File: config.mk
export PLATFORM = sky130hd
export DESIGN_NAME = src_error_and_interrupt_status
export DESIGN_NICKNAME = d
export VERILOG_FILES = /design/src/design/src_status_pkg.sv /design/src/design/src_error_and_interrupt_status.sv /design/src/design/sticky_flag_bank.sv
export SDC_FILE = /design/constraint.sdc
export NUM_CORES = 1
export LEC_CHECK = 0
export ABC_AREA = 0
export ABC_CLOCK_PERIOD_IN_PS = 2100
export BUFFER_PORTS_ARGS = -buffer_cell sky130_fd_sc_hd__buf_4
export CAP_MARGIN = 40
export CORE_UTILIZATION = 30
export CTS_CLUSTER_DIAMETER = 150
export CTS_CLUSTER_SIZE = 30
export DETAILED_ROUTE_END_ITERATION = 10
export PLACE_DENSITY = 0.57
export SETUP_SLACK_MARGIN = 0.3
export SYNTH_ARGS = -nofsm -noshare
export SYNTH_HDL_FRONTEND = slang
export SYNTH_SLANG_ARGS = --single-unit
File: constraint.sdc
create_clock -name i_clk -period 2.1 [get_ports i_clk]
set_input_delay 0.42 -clock i_clk [delete_from_list [all_inputs] [get_ports i_clk]]
set_output_delay 0.42 -clock i_clk [all_outputs]
set_load 0.02 [all_outputs]
File: src/design/src_status_pkg.sv
// constants for the converter error and interrupt status block
// assumes a control-port deserializer that hands over byte register
// reads and writes as one-cycle strobes on i_clk
package src_status_pkg;

  // ***********************************************
  // register access
  // ***********************************************
  localparam int ADDR_W = 7;
  localparam int DATA_W = 8;
  localparam logic [ADDR_W-1:0] ADDR_CONV_ERR = 7'h1A;
  localparam logic [ADDR_W-1:0] ADDR_CONV_MASK = 7'h1B;
  localparam logic [ADDR_W-1:0] ADDR_INT_STATUS = 7'h1C;

  // ***********************************************
  // converter error fields
  // ***********************************************
  localparam int CE_TOO_SLOW = 3;
  localparam int CE_LEFT_CLIP = 2;
  localparam int CE_RIGHT_CLIP = 1;
  localparam int CE_MUTED = 0;
  localparam int CE_STICKY_W = 3;
  localparam logic [DATA_W-1:0] CONV_MASK_USED = 8'h07;
  localparam logic [DATA_W-1:0] CONV_MASK_RESET = 8'h00;

  // ***********************************************
  // interrupt status fields
  // ***********************************************
  localparam int IS_SUMMARY = 7;
  localparam int IS_TX_LOADED = 6;
  localparam int IS_TX_EMPTY = 5;
  localparam int IS_TX_SENT = 4;
  localparam int IS_RX_DIFFER = 3;
  localparam int IS_RX_USER = 2;
  localparam int IS_RX_STATUS = 1;
  localparam int IS_RX_ERROR = 0;
  localparam logic [DATA_W-1:0] IRQ_CAPABLE = 8'hF7;
  localparam logic [DATA_W-1:0] FLAGS_RESET = 8'h00;
  localparam logic [DATA_W-1:0] READ_IDLE = 8'h00;

endpackage

File: src/design/src_error_and_interrupt_status.sv
// converter error, converter mask and interrupt status registers
// assumes register strobes and event inputs are on i_clk already
//
// Notes on behaviour
// - converter error register is read only; writes leave its flags alone
// - too-slow flag, bit 3, sets when converter clock is too slow
// - left-clip flag, bit 2, sets on clipping, holds until read clears it
// - right-clip flag, bit 1, sets on clipping, holds until read clears it
// - mask bit 2 lets left-clip flag raise the interrupt when one
// - mask bit 1 lets right-clip flag raise the interrupt when one
// - mask bit 0 lets the muted indication raise the interrupt when one
// - status bit 3 sets on status A/B differ, held, never interrupts
// - status bit 2 sets on new user block, held until status read
module src_error_and_interrupt_status (
  input wire logic i_clk,
  input wire logic i_resetn,
  input wire logic [src_status_pkg::ADDR_W-1:0] i_reg_addr,
  input wire logic i_reg_wr,
  input wire logic i_reg_rd,
  input wire logic [src_status_pkg::DATA_W-1:0] i_reg_wdata,
  output logic [src_status_pkg::DATA_W-1:0] o_reg_rdata,
  output logic o_reg_rvalid,
  input wire logic i_too_slow,
  input wire logic i_left_clip,
  input wire logic i_right_clip,
  input wire logic i_converter_output_muted,
  input wire logic i_tx_status_buffer_loaded,
  input wire logic i_tx_user_buffer_empty,
  input wire logic i_tx_status_block_sent,
  input wire logic i_rx_status_a_b_differ,
  input wire logic i_rx_user_block_new,
  input wire logic i_rx_status_block_event,
  input wire logic i_rx_error_summary,
  input wire logic [src_status_pkg::DATA_W-1:0] i_interrupt_enables,
  output logic o_irq
);
  import src_status_pkg::*;

  // ***********************************************
  // address decode
  // ***********************************************
  wire sel_conv = (i_reg_addr == ADDR_CONV_ERR);
  wire sel_mask = (i_reg_addr == ADDR_CONV_MASK);
  wire sel_int = (i_reg_addr == ADDR_INT_STATUS);
  wire rd_conv = i_reg_rd && sel_conv;
  wire rd_int = i_reg_rd && sel_int;
  // writes to the error register decode to nothing
  wire wr_mask = i_reg_wr && sel_mask;

  // ***********************************************
  // converter error register
  // ***********************************************
  logic [CE_STICKY_W-1:0] conv_sticky;
  logic [DATA_W-1:0] conv_mask;
  logic [DATA_W-1:0] int_flags;

  wire [CE_STICKY_W-1:0] conv_set = {
    i_too_slow,
    i_left_clip,
    i_right_clip
  };

  sticky_flag_bank #(
    .WIDTH(CE_STICKY_W)
  ) u_conv_flags (
    .i_clk(i_clk),
    .i_resetn(i_resetn),
    .i_set(conv_set),
    .i_clear(rd_conv),
    .o_flags(conv_sticky)
  );

  // muted indication is live, not sticky
  wire [DATA_W-1:0] conv_err_value = {
    4'h0, conv_sticky, i_converter_output_muted
  };

  // ***********************************************
  // converter mask register
  // ***********************************************
  always_ff @(posedge i_clk or negedge i_resetn) begin
    if (!i_resetn) begin
      conv_mask <= CONV_MASK_RESET;
    end else if (wr_mask) begin
      conv_mask <= i_reg_wdata & CONV_MASK_USED;
    end
  end

  // ***********************************************
  // interrupt status register
  // ***********************************************
  wire [DATA_W-1:0] conv_enabled = conv_err_value & conv_mask;
  wire summary_set = |conv_enabled;

  wire [DATA_W-1:0] int_set = {
    summary_set,
    i_tx_status_buffer_loaded,
    i_tx_user_buffer_empty,
    i_tx_status_block_sent,
    i_rx_status_a_b_differ,
    i_rx_user_block_new,
    i_rx_status_block_event,
    i_rx_error_summary
  };

  sticky_flag_bank #(
    .WIDTH(DATA_W)
  ) u_int_flags (
    .i_clk(i_clk),
    .i_resetn(i_resetn),
    .i_set(int_set),
    .i_clear(rd_int),
    .o_flags(int_flags)
  );

  // bit 3 is kept out of the interrupt by IRQ_CAPABLE
  wire [DATA_W-1:0] irq_sources = int_flags & i_interrupt_enables
    & IRQ_CAPABLE;
  assign o_irq = |irq_sources;

  // ***********************************************
  // read data
  // ***********************************************
  wire [DATA_W-1:0] read_mux =
    sel_conv ? conv_err_value :
    sel_mask ? conv_mask :
    sel_int ? int_flags : READ_IDLE;

  always_ff @(posedge i_clk or negedge i_resetn) begin
    if (!i_resetn) begin
      o_reg_rdata <= READ_IDLE;
      o_reg_rvalid <= 1'b0;
    end else begin
      o_reg_rvalid <= i_reg_rd;
      if (i_reg_rd) begin
        o_reg_rdata <= read_mux;
      end
    end
  end

  // ***********************************************
  // checks
  // ***********************************************
  a_error_read_only: assert property (
    @(posedge i_clk) disable iff (!i_resetn)
    (i_reg_wr && sel_conv && !i_reg_rd && conv_set == '0)
      |=> $stable(conv_sticky)
  ) else $error("write changed converter error flags");

  a_too_slow_set: assert property (
    @(posedge i_clk) disable iff (!i_resetn)
    i_too_slow |=> conv_sticky[CE_TOO_SLOW-1]
  ) else $error("too-slow flag not set");

  a_left_clip_hold: assert property (
    @(posedge i_clk) disable iff (!i_resetn)
    (i_left_clip ##1 !rd_conv [*3]) |=> conv_sticky[CE_LEFT_CLIP-1]
  ) else $error("left-clip flag lost before read");

  a_left_read_clear: assert property (
    @(posedge i_clk) disable iff (!i_resetn)
    (rd_conv && !i_left_clip) |=> !conv_sticky[CE_LEFT_CLIP-1]
  ) else $error("left-clip flag not cleared by read");

  a_right_clip_hold: assert property (
    @(posedge i_clk) disable iff (!i_resetn)
    (i_right_clip ##1 !rd_conv [*3]) |=> conv_sticky[CE_RIGHT_CLIP-1]
  ) else $error("right-clip flag lost before read");

  a_right_read_clear: assert property (
    @(posedge i_clk) disable iff (!i_resetn)
    (rd_conv && !i_right_clip) |=> !conv_sticky[CE_RIGHT_CLIP-1]
  ) else $error("right-clip flag not cleared by read");

  a_left_mask_path: assert property (
    @(posedge i_clk) disable iff (!i_resetn)
    (conv_sticky[CE_LEFT_CLIP-1] && conv_mask[CE_LEFT_CLIP])
      |=> int_flags[IS_SUMMARY]
  ) else $error("enabled left clip did not reach summary");

  a_right_mask_path: assert property (
    @(posedge i_clk) disable iff (!i_resetn)
    (conv_sticky[CE_RIGHT_CLIP-1] && conv_mask[CE_RIGHT_CLIP])
      |=> int_flags[IS_SUMMARY]
  ) else $error("enabled right clip did not reach summary");

  a_muted_mask_path: assert property (
    @(posedge i_clk) disable iff (!i_resetn)
    (i_converter_output_muted && conv_mask[CE_MUTED])
      |=> int_flags[IS_SUMMARY]
  ) else $error("enabled muted indication did not reach summary");

  a_mask_blocks: assert property (
    @(posedge i_clk) disable iff (!i_resetn)
    (conv_mask == '0 && !int_flags[IS_SUMMARY])
      |=> !int_flags[IS_SUMMARY]
  ) else $error("masked converter flags raised summary");

  a_tx_sent_hold: assert property (
    @(posedge i_clk) disable iff (!i_resetn)
    (i_tx_status_block_sent ##1 !rd_int [*2]) |=> int_flags[IS_TX_SENT]
  ) else $error("block-sent flag lost before read");

  a_differ_no_irq: assert property (
    @(posedge i_clk) disable iff (!i_resetn)
    o_irq |->
      |(int_flags & i_interrupt_enables & ~(8'h01 << IS_RX_DIFFER))
  ) else $error("status differ bit raised the interrupt");

  a_user_block_set: assert property (
    @(posedge i_clk) disable iff (!i_resetn)
    i_rx_user_block_new |=> int_flags[IS_RX_USER]
  ) else $error("user block flag not set");

  a_summary_latch: assert property (
    @(posedge i_clk) disable iff (!i_resetn)
    (int_flags[IS_SUMMARY] && !rd_int) |=> int_flags[IS_SUMMARY]
  ) else $error("summary flag dropped without read");

  a_irq_follows: assert property (
    @(posedge i_clk) disable iff (!i_resetn)
    (int_flags[IS_TX_SENT] && i_interrupt_enables[IS_TX_SENT]) |-> o_irq
  ) else $error("enabled status bit did not drive interrupt");

endmodule

File: src/design/sticky_flag_bank.sv
// a bank of sticky flags, each set by hardware and cleared together
// assumes set and clear come from logic on the same clock
module sticky_flag_bank #(
  parameter int WIDTH = 8
) (
  input wire logic i_clk,
  input wire logic i_resetn,
  input wire logic [WIDTH-1:0] i_set,
  input wire logic i_clear,
  output logic [WIDTH-1:0] o_flags
);
  import src_status_pkg::*;

  // ***********************************************
  // one flag per bit, set wins over clear
  // ***********************************************
  genvar g;
  generate
    for (g = 0; g < WIDTH; g++) begin : g_flag
      always_ff @(posedge i_clk or negedge i_resetn) begin
        if (!i_resetn) begin
          o_flags[g] <= 1'b0;
        end else if (i_set[g]) begin
          o_flags[g] <= 1'b1;
        end else if (i_clear) begin
          o_flags[g] <= 1'b0;
        end
      end
    end
  endgenerate

endmodule

## Yosys cells after proc, flatten, opt, wreduce, memory -nomap -nowiden

Cells that the tools add are included.

- Register bits after elaboration: 23
- Input bits: 38
- Output and inout port bits: 10
- Word-level logic and storage cells: 51

- Equal/unequal tests: 3
- Multiplexer cells: 16
- Bitwise gates (word level): 2
- Reductions and logical operators: 16

Operator list:

| kind | count |
|---|---|
| $mux W8 | 3 |
| $reduce_bool A2 Y1 | 11 |
| $eq A7 B5 Y1 const B | 3 |
| $mux W1 | 13 |
| $and A8 B8 Y8 | 1 |
| $reduce_or A8 Y1 | 1 |
| $reduce_or A7 Y1 | 1 |
| $and A4 B3 Y4 | 1 |
| $logic_and A1 B1 Y1 | 3 |

## Depth between registers and ports, before layout

- Depth after elaboration: 4
- Mapped depth: 5
- Gate-level depth less buffers: 3

## By module

Synthesis repeated with hierarchy kept, for this count alone.

- Cell total of the unflattened synthesis: 80
- Area total of the unflattened synthesis: 991.0 um^2

By module, submodules not included:

| module | times used | cells an instance | area each (um^2) | seq. area each (um^2) |
|---|---|---|---|---|
| src_error_and_interrupt_status | 1 | 56 | 625.6 | 300.3 |
| sticky_flag_bank (u_int_flags) | 1 | 17 | 264.0 | 200.2 |
| sticky_flag_bank (u_conv_flags) | 1 | 7 | 101.3 | 75.1 |

## Worst setup path before layout

No wires, ideal clock.

- Path kind: input -> output
- Start: input i_interrupt_enables[4] (netlist bit)
- End: output o_irq
- Data arrival time: 955 ps
- Data required time: 1680 ps
- Slack: 725 ps
- Stages on the path: 2
- Path buffers: 0
- Cell sequence: a222oi_1 nand3_1

- Longest elaborated chain between the ends: 2

Ends and longest elaborated chain:

| element | line | text |
|---|---|---|
| start, declared | src_error_and_interrupt_status.sv:34 | `input wire logic [src_status_pkg::DATA_W-1:0] i_interrupt_enables,` |
| $and A8 B8 Y8 | src_error_and_interrupt_status.sv:117 | `wire [DATA_W-1:0] irq_sources = int_flags & i_interrupt_enables` |
| $reduce_or A7 Y1 | src_error_and_interrupt_status.sv:119 | `assign o_irq = \|irq_sources;` |
| end, declared | src_error_and_interrupt_status.sv:35 | `output logic o_irq` |

No other way between the ends.

## Worst setup path after layout

- Start: register u_int_flags.o_flags[4]
- End: output o_irq

- Longest elaborated chain between the ends: 2

Ends and longest elaborated chain:

| element | line | text |
|---|---|---|
| start, declared | sticky_flag_bank.sv:10 | `output logic [WIDTH-1:0] o_flags` |
| start signal, assigned by index | sticky_flag_bank.sv:22 | `o_flags[g] <= 1'b0;` |
| start signal, assigned by index | sticky_flag_bank.sv:24 | `o_flags[g] <= 1'b1;` |
| start signal, assigned by index | sticky_flag_bank.sv:26 | `o_flags[g] <= 1'b0;` |
| $and A8 B8 Y8 | src_error_and_interrupt_status.sv:117 |  |
| $reduce_or A7 Y1 | src_error_and_interrupt_status.sv:119 |  |

No other way between the ends.

==> metrics.yaml <==
synth-simple-area-share_pct: 11.34
synth_top_area_share_pct: 56.10
synth_top_family_by_area: "compound AO/OA/AOI/OAI gates"
cts_tree: "built"
leakagePower_nw: 0.6656
irDropWorstVdd_v: 0.0001986
cts_buffers: 3
layoutNonFillerInstCount: 172
period_share_pct: 81.99
synth_xor_area_share_pct: 0
power_density_mw_per_mm2: 544.2
cp-end-kind: "primary output"
setup_viol_count_final: 0
cts_resized: 0
synthesis.nets: 122
ioPinCount: 48
drtIter0Drc: 13
dp.cells: 166
nFillCells: 319
min_period_ns: 1.722
initial_utilization_pct: 32.54
drc: 0
maxSlewHeadroom_pct: 80.48
drt.antenna.violating_nets: 0
fin_area_mm2: 0.001408
skew_ns: 0.0006669
status: "complete, no violations"
drtPass1Iterations: 4
worst-path-max-fanout: 3
syn_inst: 84
setup_slack_ns: 0.3781
synth_area_leaders: "dfrtp_1 56%, a21o_1 6.6%, mux2_2 5.5%, inv_1 4.4%, a22oi_1 3.7%"
worst_r2r_path_depth: 3
wl_um: 2222
htreeDepth: 1
row_count: 20
wl_per_cell_um: 12.92
yosysWarningCount: 0
rsz0062_at_grt: "true"
clkTransAtPathRegs_ns: 0.12
synth_top_area_cell: "dfrtp_1"
dp_slack_ns: 0.4645
synth_mux_area_share_pct: 5.488
drv_slew: 0
grt_overflow_total: 0
tightest_slew_ns: 0.2929
max_freq_mhz: 580.8
num-nets-final: 167
syn_to_final_growth_pct: 37.20
die_area_mm2: 0.003658
vias: 806
synth_sequential_area_ratio_pct: 56.10
hold_viol: 0
grt_max_degree: 24
routed_via_density: 4.686
hold_path_class: "input port to flop"
critPathKind: "flop to primary output"
antenna_found_initial: 0
clock_sinks: 23
ys_types: 27
synthAdderAreaFrac_pct: 0
arrival_ns: 1.30
synth.ff_latch_count: 23
grtUsageTotal_pct: 13.81
grt_pass1_vias: 791
start_kind: "flop"
drv_cap: 0
synth_compound_area_share_pct: 20.12
worstSkewPairLatency_ns: 0.30
core_mm2: 0.003153
die_x_um: 60.48
required_ns: 1.68
holdPathStages: 2
die_h_um: 60.48
cts-root-buf: "clkbuf_4"
setup_tns_ns: 0
io_buffers: 41
grt_pass1_wl_um: 3643
place_area_mm2: 0.001363
gp_congestion: 0.7684
drive_gt1_share_pct: 44.53
netlist_area_mm2: 0.001026
avgSynthCellArea_um2: 12.21
diodes: 0
cts_buffer_depth: 2
final_core_util_pct: 44.64
[report_power, final]
part	total [mW]	switching, mW	internal [mW]
combinational	0.107	0.0429	0.0642
sequential	0.458	0.00620	0.452
clock	0.201	0.130	0.0710
total	0.766	0.179	0.587
[cells in the mapped netlist (all sizes together)]
master / instances
a22o: 1
and3: 1
dfrtp: 23
o32ai: 2
and2b: 1
inv: 12
mux2: 5
o22ai: 6
nor2: 1
a21o: 10
and2: 1
nand2: 2
and4bb: 1
nand4b: 1
a221o: 1
a222oi: 1
nor3b: 2
a2bb2oi: 1
buf: 3
nand3: 2
a22oi: 5
or2b: 1
nand4: 1
[placed cells by master, fill, tap and decap left out, types with 2 or more instances in the layout]
cell type   n
a21o_1      9
o22ai_1     6
clkbuf_4    3
mux2_2      5
buf_4      42
o32ai_1     2
dfrtp_1    23
inv_1      12
nand2_1     2
a22oi_1     5
[what timing repair did]
| action | 4_1_cts | 5_1_grt |
|---|---|---|
| hold endpoints to repair | 23 | 0 |
| setup endpoints to repair | 0 | 1 |
| buffers inserted | 0 | 1 |
| hold buffers | 1 | 0 |
[kinds of logic after synthesis]
kind of cell / Yosys count
buf+inv: 15
mux: 5
flops: 23
compound gates: 27
simple gates: 14
[registers in the layout, indices dropped and copies added, names as in the netlist]
register              count
conv_mask                 3
o_reg_rdata               8
o_reg_rvalid              1
u_conv_flags.o_flags      3
u_int_flags.o_flags       8
[worst max-delay path, cell delays in order, from the launching register on]
cell,delay [ns]
dfrtp_1,0.42
a222oi_1,0.30
nand3_1,0.10
buf_4,0.17
[per-layer routing]
metal | track usage [%] | up-vias | wire (um)
met5 | 0 | - | 0
met4 | 7.792 | 0 | 27
met3 | 1.919 | 2 | 55
met2 | 22.14 | 20 | 1117
met1 | 18.00 | 389 | 1021
li1 | - | 395 | -
[path summary, 6_finish.rpt]
kind,start,end,slack (ns)
max,u_int_flags.o_flags[4],o_irq,0.38
min,i_left_clip,u_conv_flags.o_flags[1],0.28
max reg2reg,u_conv_flags.o_flags[0],o_reg_rdata[1],1.00
min reg2reg,u_conv_flags.o_flags[2],u_conv_flags.o_flags[2],0.51
max in group asynchronous,i_resetn,o_reg_rvalid,1.35
min in group asynchronous,i_resetn,u_conv_flags.o_flags[0],0.53
[through the flow]
step	power [mW]	hold slack [ns]
after floorplan	0.5054	0.1244
after detailed placement	0.5716	0.3303
after global placement	0.5698	0.3282
after CTS	0.7731	0.2772
after global routing	0.8083	0.2539
final	0.7660	0.2823
[cell type report]
class | instances | area, um^2 | area share, %
flip-flops and latches | 23 | 575.6 | 40.89
multi-input cells | 46 | 379.1 | 26.93
clock inverters | 1 | 5.005 | 0.3556
inverters | 12 | 45.04 | 3.200
well taps | 44 | 55.05 | 3.911
clock buffers | 3 | 22.52 | 1.600
repair buffers | 43 | 325.3 | 23.11
No activity file was read; power rests on OpenSTA's default activity.
